### src/core/gsr_pkg.sv
// Shared constants and types for the gyro serial configuration and readout port.
package gsr_pkg;

  // Configuration register layout.
  localparam int          CFG_W        = 12;
  localparam int          WRITE_BIT    = 11;
  localparam int          CHAN_SEL_HI  = 7;
  localparam int          CHAN_SEL_LO  = 6;
  localparam int          CODING_BIT   = 0;
  localparam logic [11:0] CFG_RESET    = 12'h000;

  // Frame timing, in falling serial clock edges counted from chip select low.
  localparam int         FRAME_LEN     = 16;
  localparam logic [4:0] CFG_LAST_EDGE = 5'h0c;
  localparam logic [4:0] DATA_EDGE     = 5'h04;
  localparam logic [4:0] MUX_EDGE      = 5'h0e;
  localparam logic [4:0] LAST_EDGE     = 5'h10;

  // Result width and buffer depth.
  localparam int RES_W     = 12;
  localparam int BUF_DEPTH = 2;

  // Output coding values of the coding bit.
  localparam logic CODE_TWOS     = 1'b0;
  localparam logic CODE_STRAIGHT = 1'b1;

  // Converter input channels.
  typedef enum logic [1:0] {
    CH_RATE  = 2'b00,
    CH_TEMP  = 2'b01,
    CH_AUX_A = 2'b10,
    CH_AUX_B = 2'b11
  } gsr_chan_t;

  // Frame sequencer states.
  typedef enum logic [1:0] {
    ST_IDLE = 2'b00,
    ST_XFER = 2'b01,
    ST_TAIL = 2'b10
  } gsr_state_t;

endpackage

### src/core/gsr_buf.sv
// Two-entry valid/ready buffer for converter results.
`timescale 1ns/1ps
module gsr_buf
  import gsr_pkg::*;
#(
  parameter int W = RES_W
) (
  // Clock and reset.
  input  wire logic         clk_sys,
  input  wire logic         rst,
  // Filling side.
  input  wire logic         in_valid,
  input  wire logic [W-1:0] in_data,
  output logic              in_ready,
  // Draining side.
  output logic              out_valid,
  output logic [W-1:0]      out_data,
  input  wire logic         out_ready
);

  logic [W-1:0] mem_q [BUF_DEPTH];
  logic [W-1:0] mem_d [BUF_DEPTH];
  logic         wr_q, wr_d, rd_q, rd_d;
  logic [1:0]   cnt_q, cnt_d;
  logic         rdy_q, rdy_d;
  logic         push, pop;

  assign push      = in_valid && rdy_q;
  assign pop       = out_ready && (cnt_q != 2'h0);
  assign in_ready  = rdy_q;
  assign out_valid = (cnt_q != 2'h0);
  assign out_data  = mem_q[rd_q];

  always_comb begin
    mem_d = mem_q;
    wr_d  = wr_q;
    rd_d  = rd_q;
    cnt_d = cnt_q;
    if (push) begin
      mem_d[wr_q] = in_data;
      wr_d        = ~wr_q;
    end
    if (pop) begin
      rd_d = ~rd_q;
    end
    cnt_d = cnt_q + {1'b0, push} - {1'b0, pop};
    // Ready is registered, so it may lag a pop by one cycle; nothing is lost.
    rdy_d = (cnt_d != 2'h2);
  end

  always_ff @(posedge clk_sys or posedge rst) begin
    if (rst) begin
      for (int i = 0; i < BUF_DEPTH; i++) begin
        mem_q[i] <= '0;
      end
      wr_q  <= 1'b0;
      rd_q  <= 1'b0;
      cnt_q <= 2'h0;
      rdy_q <= 1'b1;
    end else begin
      mem_q <= mem_d;
      wr_q  <= wr_d;
      rd_q  <= rd_d;
      cnt_q <= cnt_d;
      rdy_q <= rdy_d;
    end
  end

endmodule

### src/core/gsr_port.sv
// Serial configuration and readout port of a yaw-rate sensor converter.
`timescale 1ns/1ps
module gsr_port
  import gsr_pkg::*;
(
  // System clock and reset.
  input  wire logic             clk_sys,
  input  wire logic             rst,
  // Serial pins from the host.
  input  wire logic             cs_n,
  input  wire logic             sclk,
  input  wire logic             din,
  // Serial output pin, as two signals: data and output enable.
  output logic                  dout_o,
  output logic                  dout_oe,
  // Converter control.
  output logic [1:0]            mux_sel,
  output logic                  conv_start,
  output logic                  conv_tick,
  // Converter results, straight binary.
  input  wire logic             res_valid,
  input  wire logic [RES_W-1:0] res_data,
  output logic                  res_ready
);

  // Two-stage synchronisers plus one history stage for edge detection.
  logic [2:0] cs_sync_q, sclk_sync_q;
  logic [1:0] din_sync_q;

  always_ff @(posedge clk_sys or posedge rst) begin
    if (rst) begin
      cs_sync_q   <= 3'h7;
      sclk_sync_q <= 3'h7;
      din_sync_q  <= 2'h0;
    end else begin
      cs_sync_q   <= {cs_sync_q[1:0], cs_n};
      sclk_sync_q <= {sclk_sync_q[1:0], sclk};
      din_sync_q  <= {din_sync_q[0], din};
    end
  end

  logic cs_fall, cs_high, sclk_fall, din_s;
  assign cs_fall   = cs_sync_q[2] && !cs_sync_q[1];
  assign cs_high   = cs_sync_q[1];
  assign sclk_fall = sclk_sync_q[2] && !sclk_sync_q[1];
  assign din_s     = din_sync_q[1];

  // Result drawn from the two-entry buffer one falling edge before the data edge.
  logic             buf_valid;
  logic [RES_W-1:0] buf_data;
  logic             buf_pop;

  gsr_buf #(
    .W (RES_W)
  ) u_buf (
    .clk_sys   (clk_sys),
    .rst       (rst),
    .in_valid  (res_valid),
    .in_data   (res_data),
    .in_ready  (res_ready),
    .out_valid (buf_valid),
    .out_data  (buf_data),
    .out_ready (buf_pop)
  );

  // Applies the output coding to a straight binary result.
  function automatic logic [RES_W-1:0] apply_coding(input logic [RES_W-1:0] raw,
                                                    input logic            coding);
    apply_coding = raw;
    if (coding == CODE_TWOS) begin
      apply_coding[RES_W-1] = ~raw[RES_W-1];
    end
  endfunction

  gsr_state_t       st_q, st_d;
  logic [4:0]       edge_q, edge_d;
  logic [CFG_W-1:0] cfg_q, cfg_d;
  logic [CFG_W-1:0] sh_q, sh_d;
  logic [1:0]       mux_q, mux_d;
  logic             conv_cod_q, conv_cod_d;
  logic [15:0]      frame_q, frame_d;
  logic             dout_q, dout_d;
  logic             oe_q, oe_d;
  logic             start_q, start_d;
  logic             tick_q, tick_d;
  logic             pop_q, pop_d;
  logic [1:0]       new_ch;

  // Channel chosen for the next conversion: newly shifted bits if this is a write.
  assign new_ch  = sh_q[WRITE_BIT] ? sh_q[CHAN_SEL_HI:CHAN_SEL_LO]
                                   : cfg_q[CHAN_SEL_HI:CHAN_SEL_LO];
  assign buf_pop = pop_q;

  always_comb begin
    st_d       = st_q;
    edge_d     = edge_q;
    cfg_d      = cfg_q;
    sh_d       = sh_q;
    mux_d      = mux_q;
    conv_cod_d = conv_cod_q;
    frame_d    = frame_q;
    dout_d     = dout_q;
    oe_d       = oe_q;
    start_d    = 1'b0;
    tick_d     = 1'b0;
    pop_d      = 1'b0;
    unique case (st_q)
      ST_IDLE: begin
        if (cs_fall) begin
          // The conversion of this frame uses the channel already on the mux.
          st_d       = ST_XFER;
          edge_d     = 5'h00;
          sh_d       = '0;
          start_d    = 1'b1;
          conv_cod_d = cfg_q[CODING_BIT];
          frame_d    = {2'b00, mux_q, {RES_W{1'b0}}};
          dout_d     = 1'b0;
          oe_d       = 1'b1;
        end
      end
      ST_XFER: begin
        if (cs_high) begin
          // Released early: drop the partial word and undo a switched mux.
          st_d  = ST_IDLE;
          oe_d  = 1'b0;
          mux_d = cfg_q[CHAN_SEL_HI:CHAN_SEL_LO];
        end else if (sclk_fall) begin
          edge_d = edge_q + 5'h01;
          tick_d = 1'b1;
          if (edge_q < CFG_LAST_EDGE) begin
            sh_d = {sh_q[CFG_W-2:0], din_s};
          end
          // Bit n of the frame goes out just after falling edge n.
          frame_d = {frame_q[14:0], 1'b0};
          dout_d  = frame_q[14];
          if (edge_q + 5'h01 == DATA_EDGE - 5'h01) begin
            // Take the result now so it is in place before the data edge.
            pop_d = buf_valid;
            // The result MSB must sit at bit 14 so that it leaves on the data edge.
            frame_d[RES_W+2:3] = buf_valid ? apply_coding(buf_data, conv_cod_q)
                                           : {RES_W{1'b0}};
          end
          if (edge_q + 5'h01 == MUX_EDGE) begin
            mux_d = new_ch;
          end
          if (edge_q + 5'h01 == LAST_EDGE) begin
            oe_d = 1'b0;
            st_d = ST_TAIL;
            if (sh_q[WRITE_BIT]) begin
              cfg_d = sh_q;
            end
          end
        end
      end
      ST_TAIL: begin
        // Extra clocks after the sixteenth are ignored until chip select rises.
        if (cs_high) begin
          st_d = ST_IDLE;
        end
      end
      default: begin
        st_d = ST_IDLE;
        oe_d = 1'b0;
      end
    endcase
  end

  always_ff @(posedge clk_sys or posedge rst) begin
    if (rst) begin
      st_q       <= ST_IDLE;
      edge_q     <= 5'h00;
      cfg_q      <= CFG_RESET;
      sh_q       <= '0;
      mux_q      <= CFG_RESET[CHAN_SEL_HI:CHAN_SEL_LO];
      conv_cod_q <= CODE_TWOS;
      frame_q    <= 16'h0000;
      dout_q     <= 1'b0;
      oe_q       <= 1'b0;
      start_q    <= 1'b0;
      tick_q     <= 1'b0;
      pop_q      <= 1'b0;
    end else begin
      st_q       <= st_d;
      edge_q     <= edge_d;
      cfg_q      <= cfg_d;
      sh_q       <= sh_d;
      mux_q      <= mux_d;
      conv_cod_q <= conv_cod_d;
      frame_q    <= frame_d;
      dout_q     <= dout_d;
      oe_q       <= oe_d;
      start_q    <= start_d;
      tick_q     <= tick_d;
      pop_q      <= pop_d;
    end
  end

  assign dout_o     = dout_q;
  assign dout_oe    = oe_q;
  assign mux_sel    = mux_q;
  assign conv_start = start_q;
  assign conv_tick  = tick_q;

endmodule

### config.mk
export PLATFORM = sky130hd
export DESIGN_NAME = gsr_port
export DESIGN_NICKNAME = d
export VERILOG_FILES = /design/src/core/gsr_pkg.sv /design/src/core/gsr_buf.sv /design/src/core/gsr_port.sv
export SDC_FILE = /design/constraint.sdc
export NUM_CORES = 1
export LEC_CHECK = 0
export BUFFER_PORTS_ARGS = -buffer_cell sky130_fd_sc_hd__buf_2
export CORE_AREA = 2 2 86 88
export CTS_CLUSTER_DIAMETER = 200
export DETAILED_ROUTE_END_ITERATION = 12
export DIE_AREA = 0 0 88 90
export PLACE_DENSITY = 0.67
export RECOVER_POWER = 25
export REMOVE_ABC_BUFFERS = 1
export SYNTH_ARGS = -nofsm -noshare
export SYNTH_HDL_FRONTEND = slang
export SYNTH_SLANG_ARGS = --single-unit
### constraint.sdc
create_clock -name clk_sys -period 3.78 [get_ports clk_sys]
set_input_delay 0.567 -clock clk_sys [delete_from_list [all_inputs] [get_ports clk_sys]]
set_output_delay 0.567 -clock clk_sys [all_outputs]
set_load 0.005 [all_outputs]
After elaboration in Yosys (flattened, before gate mapping)
Index checks and enable logic that the tools add are counted.

Output and inout port bits: 7. Register bits after elaboration: 87. Input port bits: 18. Logic and storage cells: 117.

Equality and inequality tests: 13. Add/subtract/negate cells: 3. Bitwise gates (word level): 7. Muxes and demuxes: 50. $lt $le $gt $ge: 4. Reductions and logical operators: 19.

Operators with widths (count): $mux W12 (10); $mux W15 (3); $pmux W15 S2 (1); $bwmux W24 (1); $pmux W12 S2 (1); $mux W2 (9); $mux W1 (17); $mux W5 (3); $demux W12 S1 (1); $ne A2 B2 Y1 const B (6); $reduce_and A4 Y1 (3); $pmux W5 S2 (1); $reduce_and A5 Y1 (2); $reduce_bool A2 Y1 (4); $ne A3 B3 Y1 const B (2); $pmux W2 S3 (1); $add A5 B1 Y5 const B (1); $eq A5 B2 Y1 const B (1); $eq A5 B4 Y1 const B (1); $eq A5 B5 Y1 const B (1); $logic_and A1 B1 Y1 (5); $lt A5 B4 Y1 const B (1); $not A1 Y1 (5); $ge A2 B2 Y1 const B (2); 12 further kinds (14).

Logic depth before layout (Yosys ltp)
Gate-level depths: netlist of the first run.

Depth in word-level cells: 11. Gate-level depth with buffers: 7. Mapped depth without buffers: 7.

Cells and area by module
A second synthesis of the first run with hierarchy kept.

Cells, all modules: 259. Area total of the unflattened synthesis: 3488.3 µm².

By module, submodules not included: gsr_port (cells each 175, sequential area each 1258.7 µm², instances 1, area an instance 2155.8 µm²); gsr_buf (cells each 84, sequential area each 726.9 µm², instances 1, area an instance 1332.5 µm²).

Worst setup path after synthesis of the first run
Ideal clock, no wire load.

Kind: flip-flop to flip-flop. Start point: reg edge_q[0]. End point: reg frame_q[13]. Setup time: 0.127 ns. Cell stages (with the launch flop): 8. Data required time: 3.653 ns. Period minus slack after synthesis: 2.153 ns. Slack: 1.627 ns. Data arrival time: 2.026 ns. Buffers on the path: 1. Path through: dfrtp_1 -> ha_1 -> or3_1 -> o31ai_2 -> or3b_4 -> buf_6 -> a221oi_1 -> nor2_1.

Longest elaborated chain between the ends: 6.

Ends and longest elaborated chain: start: declaration (RTL line gsr_port.sv:76) `logic [4:0] edge_q, edge_d;`; start signal: assignment (RTL line gsr_port.sv:184) `edge_q <= edge_d;`; $add A5 B1 Y5 (RTL line gsr_port.sv:136) `if (edge_q + 5'h01 == DATA_EDGE - 5'h01) begin`; $eq A5 B2 Y1 (RTL line gsr_port.sv:136); $mux W12 (RTL line gsr_port.sv:136); $mux W15 (RTL line gsr_port.sv:127) `end else if (sclk_fall) begin`; $mux W15 (RTL line gsr_port.sv:122) `if (cs_high) begin`; $pmux W15 S2 (RTL line gsr_port.sv:107) `unique case (st_q)`; end signal: assignment (RTL line gsr_port.sv:189) `frame_q <= frame_d;`; end: declaration (RTL line gsr_port.sv:81) `logic [15:0] frame_q, frame_d;`.

Every way passes these cells. The select of a mux whose other input is x is not followed. A chain may end at the register's enable or synchronous reset.

Final worst setup path of the first run
Start point: reg edge_q[0]. End point: reg cfg_q[6].

Longest elaborated chain between the ends: 3.

Ends and longest elaborated chain: $add A5 B1 Y5 (RTL line gsr_port.sv:146) `if (edge_q + 5'h01 == LAST_EDGE) begin`; $eq A5 B5 Y1 (RTL line gsr_port.sv:146); $reduce_and A5 Y1 (no source line); end signal: assignment (RTL line gsr_port.sv:185) `cfg_q <= cfg_d;`; end: declaration (RTL line gsr_port.sv:77) `logic [CFG_W-1:0] cfg_q, cfg_d;`.

Every way passes these cells.

==> summary.txt, run 1 <==
Status: finished clean
Most frequent cells in the layout: dfrtp_1 (72), nand2_1 (39), mux2_2 (33)
Area of the multi-input gates: 1346 um^2
Hold Path Sink: cs_sync_q[0]
Post-synthesis register bit count: 79
Synthesized area: 3438 um^2
Unrepaired setup endpoints after global routing: no
Slowest stage delay, CP: 0.49 ns
Starting DRC count in detailed routing: 126
Layout Skew: 0.006558 ns
Antenna cells: 0
Peak supply drop: 0.0003198 V
Initial Util: 48.98%
Slowest cell on the critical path: dfrtp_1
Vias in the first global route: 2097
Commonest non-fill, non-tap cell in the layout: dfrtp_1
DRT Pass-1 Iters: 4
Startpoint types: register
Antenna violations before repair: 0
Final net count: 338
Worst Tran Pin Value: 1.252 ns
Fin crit period: 2.314 ns
Routed vias/inst: 5.177
Register clock-pin slew on the reported worst setup and hold paths: 0.08 ns
DRC Markers: 0
Sw Pwr: 0.6245 mW
Reg-to-reg endpoint: cfg_q[6]
Root buffer selected by CTS: clkbuf_8
Largest fanout on the critical path: 9
Synth-to-Final Area Change: 11.75%
Hold Path Cell Cnt: 1
Lkg Pwr: 1.684 nW
Hold Startpoint: cs_n
CTS buffer count: 9
Asr flop ratio synth: 100.0%
CTS sink count: 79
Place WS: 1.452 ns
Post-CTS Hold Buffers: 0
Syn Inst Count: 288
H-Tree Depth: 3
Worst-Skew Late Latency: 0.35 ns
Sw Ratio: 28.08%
Yosys cell types: 39
Peak Freq: 432.1 MHz
Gr ovfl total: 0
Overall global routing resource usage: 16.76%
First-pass GRT wire length: 10200 um
Tcrit/Tclk final: 61.22%
Die Area: 7920 um^2
Total Neg Setup Slack: 0 ns
Gpl congestion: 0.8055
Post-cts sizing count: 0
Max Slew Vio Count: 0
Arr. time, crit path: 2.55 ns
Mean routed wirelength per cell: 14.48 um
Pwr/cell area: 578.8 nW/um^2
Cell Rows: 31
Ys Warns: 0
Post-synthesis sequential area ratio: 57.75%
CTS tree: done
Number of hold violations in the final report: 0
Post-Layout Cell Count: 418
Endpoints failing setup: 0
Largest net degree at the start of global routing: 34
CTS Buffer Depth: 2
FF-to-FF path depth: 6
Top_reg_cell synth: dfrtp_1
Total core area: 7020 um^2
Post-DRT Antenna Nets: 0
DIE WIDTH: 88 um
Clock power share: 28.1%
Post-CTS Setup Bufs: 0
Combinational Power Share: 20.2%
MaxCap Viol Count: 0
Buffers added on ports: 24
Fillers: 594
HP Class: in -> reg
DR vias: 2164
Final HPWL DP: 4056 um
Part of the power in registers: 51.7%
Critical path class: reg -> reg
Worst flop-to-flop path startpoint: edge_q[0]
CP top delay family: simple AND/OR/NAND/NOR gates
Die span in y: 90 um
Register area: 1986 um^2
Detailed Route WL: 6052 um
Setup slack, reg-to-reg: 1.47 ns
CP Buf/Inv Count: 0
Post-synth EDFFs: 0
Crit. End Element: register
Avg Cell Area, Syn: 11.94 um^2
Rel. slew slack: 16.45%
CP required: 4.01 ns
Ports: 25
Internal power: 1.599 mW
Share of layout cells above drive strength 1: 26.33%
Cells after DPL: 402
Final hold slack: 0.3106 ns
Setup slack after layout: 1.466 ns
Crit path cell chain: ha_1 -> nand3_1 -> xnor2_1 -> and4bb_2 -> nor4b_4 -> mux2_2
==> final cells by class <==
type                       instances  area share (%)
clock buffer                      14           3.973
clock inverter                     2           1.009
inverter                          10          0.9769
multi-input combinational        185           35.04
sequential                        79           51.68
tap                               99           3.224
timing repair buffer              29           4.103
==> cells by family after synthesis <==
kind of cell,Yosys count,synth area share (%)
flops,79,57.75
compound gates,46,8.915
xor+xnor,8,2.038
simple gates,81,12.01
mux,44,14.01
fa+ha+maj,6,2.183
buf+inv,24,3.093
==> stage by stage <==
step / utilization, % / power, mW / cell area [um^2]
2_1_floorplan: - / 1.481 / 3369
3_3_place_gp: 52.01 / 1.596 / 3651
3_5_place_dp: 52.01 / 1.623 / 3651
4_1_cts: 54.73 / 2.248 / 3842
5_1_grt: 54.73 / 2.350 / 3842
6_report: 54.73 / 2.224 / 3842
==> per-layer routing <==
layer | track usage (%) | part of all wire (%) | up-vias
met5 | 0 | 0 | -
met4 | 7.949 | 1.9 | 0
met3 | 3.581 | 3.7 | 13
met2 | 23.42 | 45 | 37
met1 | 24.75 | 50 | 1058
li1 | - | - | 1056
==> registers in the layout, summed over array words and instances, names as in the netlist <==
signal          flops
sclk_sync_q         3
mux_sel             2
conv_cod_q          1
u_buf.in_ready      1
edge_q              5
st_q                2
cs_sync_q           3
dout_oe             1
frame_q            12
u_buf.cnt_q         2
sh_q               12
conv_tick           1
buf_pop             1
u_buf.rd_q          1
u_buf.wr_q          1
din_sync_q          2
cfg_q               3
u_buf.mem_q        24
dout_o              1
conv_start          1
==> power groups by stage <==
stage | clock, mW | combinational [mW] | sequential (mW)
after floorplan | 0 | 0.350 | 1.13
after global placement | 0 | 0.443 | 1.15
after detailed placement | 0 | 0.457 | 1.17
after CTS | 0.639 | 0.460 | 1.15
after global routing | 0.677 | 0.499 | 1.17
final | 0.625 | 0.450 | 1.15
==> how the worst max path moves through the flow <==
| stage | from | endpoint | slack [ns] | cells past startpoint |
|---|---|---|---|---|
| after detailed placement | edge_q[0] | cfg_q[7] | 1.45 | 6 |
| after floorplan | rst | buf_pop | 1.20 | 1 |
| after global placement | edge_q[0] | frame_q[12] | 1.55 | 6 |
| after global routing | edge_q[0] | cfg_q[6] | 1.26 | 6 |
| final | edge_q[0] | cfg_q[6] | 1.47 | 6 |
| after CTS | edge_q[0] | cfg_q[6] | 1.43 | 6 |
==> cell usage after synthesis, types with 2 or more instances <==
cell       n  area, um^2
xnor2_1    6       52.55
xor2_1     2       17.52
and2_1     2       12.51
nand3_1   11       55.05
dfstp_2    7       183.9
buf_1      2       7.510
dfrtp_1   72        1802
o311ai_1   8       70.07
nand2_1   39       146.4
nand2b_1   8       50.05
nor2_1     8       30.03
mux2_2    33       371.6
and3b_1    2       17.52
or3_1      2       12.51
mux2i_1   11       110.1
a21o_1     2       15.01
inv_1     10       37.54
a21oi_1    5       25.02
o21ai_0   19       95.09
clkbuf_1   9       33.78
a22o_1     4       35.03
nor3_1     2       10.01
ha_1       6       75.07
buf_6      2       22.52
a221oi_1   2       17.52
(Power assumes the default switching activity.)
==> run 2: changes to the inputs <==
--- a/config.mk
+++ b/config.mk
@@ -10,7 +10,7 @@
 export CTS_CLUSTER_DIAMETER = 200
 export DETAILED_ROUTE_END_ITERATION = 12
 export DIE_AREA = 0 0 88 90
-export PLACE_DENSITY = 0.67
+export PLACE_DENSITY = 0.7
 export RECOVER_POWER = 25
 export REMOVE_ABC_BUFFERS = 1
 export SYNTH_ARGS = -nofsm -noshare
==> constraint.sdc (replaced) <==
create_clock -name clk_sys -period 2.05 [get_ports clk_sys]
set_input_delay 0.3075 -clock clk_sys [delete_from_list [all_inputs] [get_ports clk_sys]]
set_output_delay 0.3075 -clock clk_sys [all_outputs]
set_load 0.005 [all_outputs]
==> summary.txt, run 2 (same netlist as run 1, synthesis figures left out) <==
CTS buffer count: 9
Worst-Skew Late Latency: 0.35 ns
Layout Skew: 0.01723 ns
Endpoints failing setup: 13
FF-to-FF path depth: 9
Largest fanout on the critical path: 6
Setup slack, reg-to-reg: -0.09 ns
Largest net degree at the start of global routing: 80
Detailed Route WL: 6742 um
Final core utilization: 59.76%
Max Slew Vio Count: 80
Rel. slew slack: -12.72%
Peak Freq: 467.9 MHz
Vias in the first global route: 2294
Critical path class: reg -> reg
Area after DPL: 3739 um^2
Worst Tran Pin Value: 1.691 ns
CP required: 2.22 ns
CTS tree: done
Arr. time, crit path: 2.31 ns
Max FFs per register: 24
DRC Markers: 0
Root buffer selected by CTS: clkbuf_8
Reg-to-reg endpoint: frame_q[7]
Pwr/cell area: 969.6 nW/um^2
Overall global routing resource usage: 17.59%
Total core area: 7020 um^2
Place WS: -0.05892 ns
H-Tree Depth: 3
Ports: 25
Status: finished, violations left
Register clock-pin slew on the reported worst setup and hold paths: 0.08 ns
Startpoint types: register
Gr busiest metal: met2
Final HPWL DP: 4252 um
Total Neg Setup Slack: -0.6921 ns
MaxCap Viol Count: 1
Worst flop-to-flop path startpoint: edge_q[1]
CP startpoint: edge_q[1]
Mean routed wirelength per cell: 15.53 um
Die Area: 7920 um^2
DIE WIDTH: 88 um
Slowest stage delay, CP: 0.46 ns
CTS sink count: 79
Crit. End Element: register
Antenna cells: 0
Buffers added on ports: 24
Gr ovfl total: 0
Cell Rows: 31
First-pass GRT wire length: 10740 um
DR vias: 2253
HP Class: in -> reg
Routed vias/inst: 5.191
Crit path to: frame_q[7]
Starting DRC count in detailed routing: 118
Final net count: 354
Unrepaired setup endpoints after global routing: yes
Die span in y: 90 um
Tcrit/Tclk final: 104.3%
Fillers: 541
Initial Util: 48.98%
Synth-to-Final Area Change: 22.02%
Largest regs: u_buf.mem_q: 24 flops, frame_q: 12 flops, sh_q: 12 flops
Post-CTS Hold Buffers: 0
Peak supply drop: 0.0008156 V
Commonest non-fill, non-tap cell in the layout: dfrtp_1
Met2 Use GR: 26.45%
Fin crit period: 2.137 ns
Gpl congestion: 0.7813
Failing checks: max-capacitance violations, max-slew violations, negative setup slack
Lkg Pwr: 1.870 nW
Met1 Track Usage GR: 24.85%
Most frequent cells in the layout: dfrtp_1 (72), nand2_1 (39), mux2_2 (30)
Crit path cell chain: ha_2 -> buf_6 -> nand3_4 -> xnor2_2 -> buf_4 -> or3b_4 -> clkbuf_16 -> nand3_2 -> o311ai_2
DRT Pass-1 Iters: 4
Slowest cell on the critical path: or3b_4
Antenna violations before repair: 0
CTS Buffer Depth: 2
Top reg by flops: u_buf.mem_q
Setup slack after layout: -0.08733 ns
Grt met3 use: 3.030%
Number of hold violations in the final report: 0
Share of layout cells above drive strength 1: 38.51%
Final Cell Area: 4195 um^2
Post-DRT Antenna Nets: 0
run 2: timing repair:
action / CTS / global route
gates cloned: 0 / 1
buffers inserted: 3 / 2
pin swaps: 1 / 12
resized for setup: 10 / 30
endpoints found under the setup margin: 13 / 15
run 2: how the worst min path moves through the flow:
stage / startpoint / endpoint / slack (ns) / depth (start not counted)
floorplan: cs_n / cs_sync_q[0] / 0.31 / 0
global placement: din_sync_q[0] / din_sync_q[1] / 0.33 / 0
detailed placement: din_sync_q[0] / din_sync_q[1] / 0.34 / 0
CTS: cs_n / cs_sync_q[0] / 0.04 / 1
global route: cs_n / cs_sync_q[0] / 0.04 / 1
finish: cs_n / cs_sync_q[0] / 0.06 / 1
run 2: through the flow:
stage / hold WS, ns / power, mW / std cells
floorplan: 0.3120 / 2.730 / 274
global placement: 0.3321 / 2.963 / 412
detailed placement: 0.3358 / 3.011 / 412
CTS: 0.04351 / 4.050 / 431
global route: 0.04486 / 4.301 / 434
finish: 0.05663 / 4.068 / 434
run 2: worst max-delay path: cells and delay by family, from the launching register on:
| kind | cells | cell delay, ns |
|---|---|---|
| buffers and inverters | 3 | 0.46 |
| and+or+nand+nor | 3 | 0.63 |
| xor gates and xnor gates | 1 | 0.16 |
| AOI/OAI and AO/OA | 1 | 0.10 |
| adders and majority gates | 1 | 0.22 |
| DFF | 1 | 0.40 |
run 2: power breakdown:
group          switching (mW)  internal [mW]
Clock                   0.551          0.471
Combinational           0.462          0.481
Sequential              0.193           1.91
Total                    1.21           2.86
run 2: per-layer routing:
| layer | wire length [um] | part of all wire, % |
|---|---|---|
| met1 | 3127 | 46 |
| met2 | 3323 | 49 |
| met3 | 167 | 2.5 |
| met4 | 124 | 1.8 |
| met5 | 0 | 0 |
run 2: final cells by class:
type	count	area [um^2]	share of cell area, %
clock buffer	11	141.4	3.370
clock inverter	5	31.28	0.7456
inverter	10	37.54	0.8947
multi-input combinational	185	1564	37.28
sequential	79	1986	47.33
tap	99	123.9	2.953
timing repair buffer	45	311.5	7.426
==> run 3: changes to the inputs <==
--- a/config.mk
+++ b/config.mk
@@ -10,9 +10,11 @@
 export CTS_CLUSTER_DIAMETER = 200
 export DETAILED_ROUTE_END_ITERATION = 12
 export DIE_AREA = 0 0 88 90
+export GPL_ROUTABILITY_DRIVEN = 0
 export PLACE_DENSITY = 0.7
 export RECOVER_POWER = 25
 export REMOVE_ABC_BUFFERS = 1
+export SKIP_CTS_REPAIR_TIMING = 1
 export SYNTH_ARGS = -nofsm -noshare
 export SYNTH_HDL_FRONTEND = slang
 export SYNTH_SLANG_ARGS = --single-unit
==> summary.txt, run 3 (same netlist as run 1, synthesis figures left out) <==
Register clock-pin slew on the reported worst setup and hold paths: 0.08 ns
Rel. slew slack: -12.13%
Synth-to-Final Area Change: 20.23%
First-pass GRT wire length: 10410 um
Crit path cell chain: ha_2 -> buf_6 -> nand3_4 -> xnor2_2 -> buf_4 -> or3b_4 -> buf_8 -> o311ai_1
Status: finished, violations left
Overall global routing resource usage: 16.92%
Clock power share: 25.1%
Failing checks: max-capacitance violations, max-slew violations, negative setup slack
Hold Startpoint: cs_n
Slowest cell on the critical path: or3b_4
DRC Markers: 0
Tot Pwr: 4.056 mW
Pwr/cell area: 981.0 nW/um^2
Fin crit period: 2.144 ns
Initial Util: 48.98%
Ports: 25
Total Neg Setup Slack: -0.7298 ns
CTS sink count: 79
Cell Rows: 31
CTS buffer count: 9
CP top delay family: simple AND/OR/NAND/NOR gates
Gr ovfl total: 0
Worst flop-to-flop path startpoint: edge_q[1]
Unrepaired setup endpoints after global routing: yes
Critical path class: reg -> reg
Most frequent cells in the layout: dfrtp_1 (72), nand2_1 (39), mux2_2 (33)
Arr. time, crit path: 2.37 ns
DRT Pass-1 Iters: 4
Layout Skew: 0.01429 ns
Largest net degree at the start of global routing: 80
Final hold slack: 0.06042 ns
Part of the power in registers: 52.0%
Max Slew Vio Count: 80
Peak supply drop: 0.0008157 V
Die Area: 7920 um^2
Worst-Skew Late Latency: 0.34 ns
Slowest stage delay, CP: 0.46 ns
Final Cell Area: 4134 um^2
Tcrit/Tclk final: 104.6%
Place WS: -0.05892 ns
Antenna cells: 0
H-Tree Depth: 3
Buffers added on ports: 24
Die span in y: 90 um
Routed vias/inst: 5.148
CTS Buffer Depth: 2
Startpoint types: register
Root buffer selected by CTS: clkbuf_8
Final HPWL DP: 4252 um
Peak Freq: 466.4 MHz
Mean routed wirelength per cell: 14.91 um
Sw Pwr: 1.195 mW
Total core area: 7020 um^2
Combinational Power Share: 23.0%
Largest fanout on the critical path: 6
Fillers: 551
Post-Layout Cell Count: 431
Antenna violations before repair: 0
CP required: 2.28 ns
Starting DRC count in detailed routing: 96
Commonest non-fill, non-tap cell in the layout: dfrtp_1
Largest regs: u_buf.mem_q: 24 flops, frame_q: 12 flops, sh_q: 12 flops
Post-DRT Antenna Nets: 0
Final net count: 351
Area after DPL: 3739 um^2
Max FFs per register: 24
MaxCap Viol Count: 1
DIE WIDTH: 88 um
Setup slack after layout: -0.09427 ns
Internal power: 2.860 mW
Sw Ratio: 29.48%
DR vias: 2219
Top reg by flops: u_buf.mem_q
CP startpoint: edge_q[1]
HP Class: in -> reg
CP Buf/Inv Count: 3
Worst Tran Pin Value: 1.682 ns
Final core utilization: 58.88%
Cells after DPL: 412
Share of layout cells above drive strength 1: 35.84%
Number of hold violations in the final report: 0
Lkg Pwr: 1.875 nW
Vias in the first global route: 2265
Detailed Route WL: 6428 um
CTS tree: done
Endpoints failing setup: 13
Crit. End Element: register
run 3: cell count changes in the layout (fill, tap and decap cells not counted), moves of 3 or more:
cell	previous run	this run
buf_4	16	13
o311ai_2	6	2
mux2_4	3	0
o311ai_1	0	3
nand3_1	1	4
mux2_2	30	33
nand3_2	7	4
run 3: worst paths after layout:
check | to | slack [ns] | depth (start not counted)
worst min register to register | sclk_sync_q[1] | 0.35 | 0
max in group asynchronous | st_q[1] | 0.49 | 3
worst max-delay path | frame_q[7] | -0.09 | 8
worst max register to register | frame_q[7] | -0.09 | 8
worst min-delay path | cs_sync_q[0] | 0.06 | 1
min in group asynchronous | sh_q[3] | 0.55 | 3
run 3: cell type report:
cell class / count / area [um^2] / area share (%)
clock inverter: 5 / 31.28 / 0.7567
clock buffer: 11 / 141.4 / 3.420
timing repair buffer: 42 / 294.0 / 7.113
sequential: 79 / 1986 / 48.03
tap: 99 / 123.9 / 2.996
inverter: 10 / 37.54 / 0.9080
multi-input combinational: 185 / 1520 / 36.77
run 3: layer usage:
metal	share of wire (%)	wire [um]	GRT usage, %	up-vias
li1	-	-	-	1084
met1	48	3075	24.05	1095
met2	48	3086	24.68	27
met3	2.1	133	3.306	13
met4	2.1	132	8.333	0
met5	0	0	0	-
run 3: power groups by stage:
stage                     registers [mW]  clock network, mW  logic (mW)
after floorplan                     2.09                  0       0.645
final                               2.11               1.02       0.932
after global routing                2.14               1.12        1.03
after CTS                           2.10               1.05       0.886
after detailed placement            2.13                  0       0.882
after global placement              2.11                  0       0.852
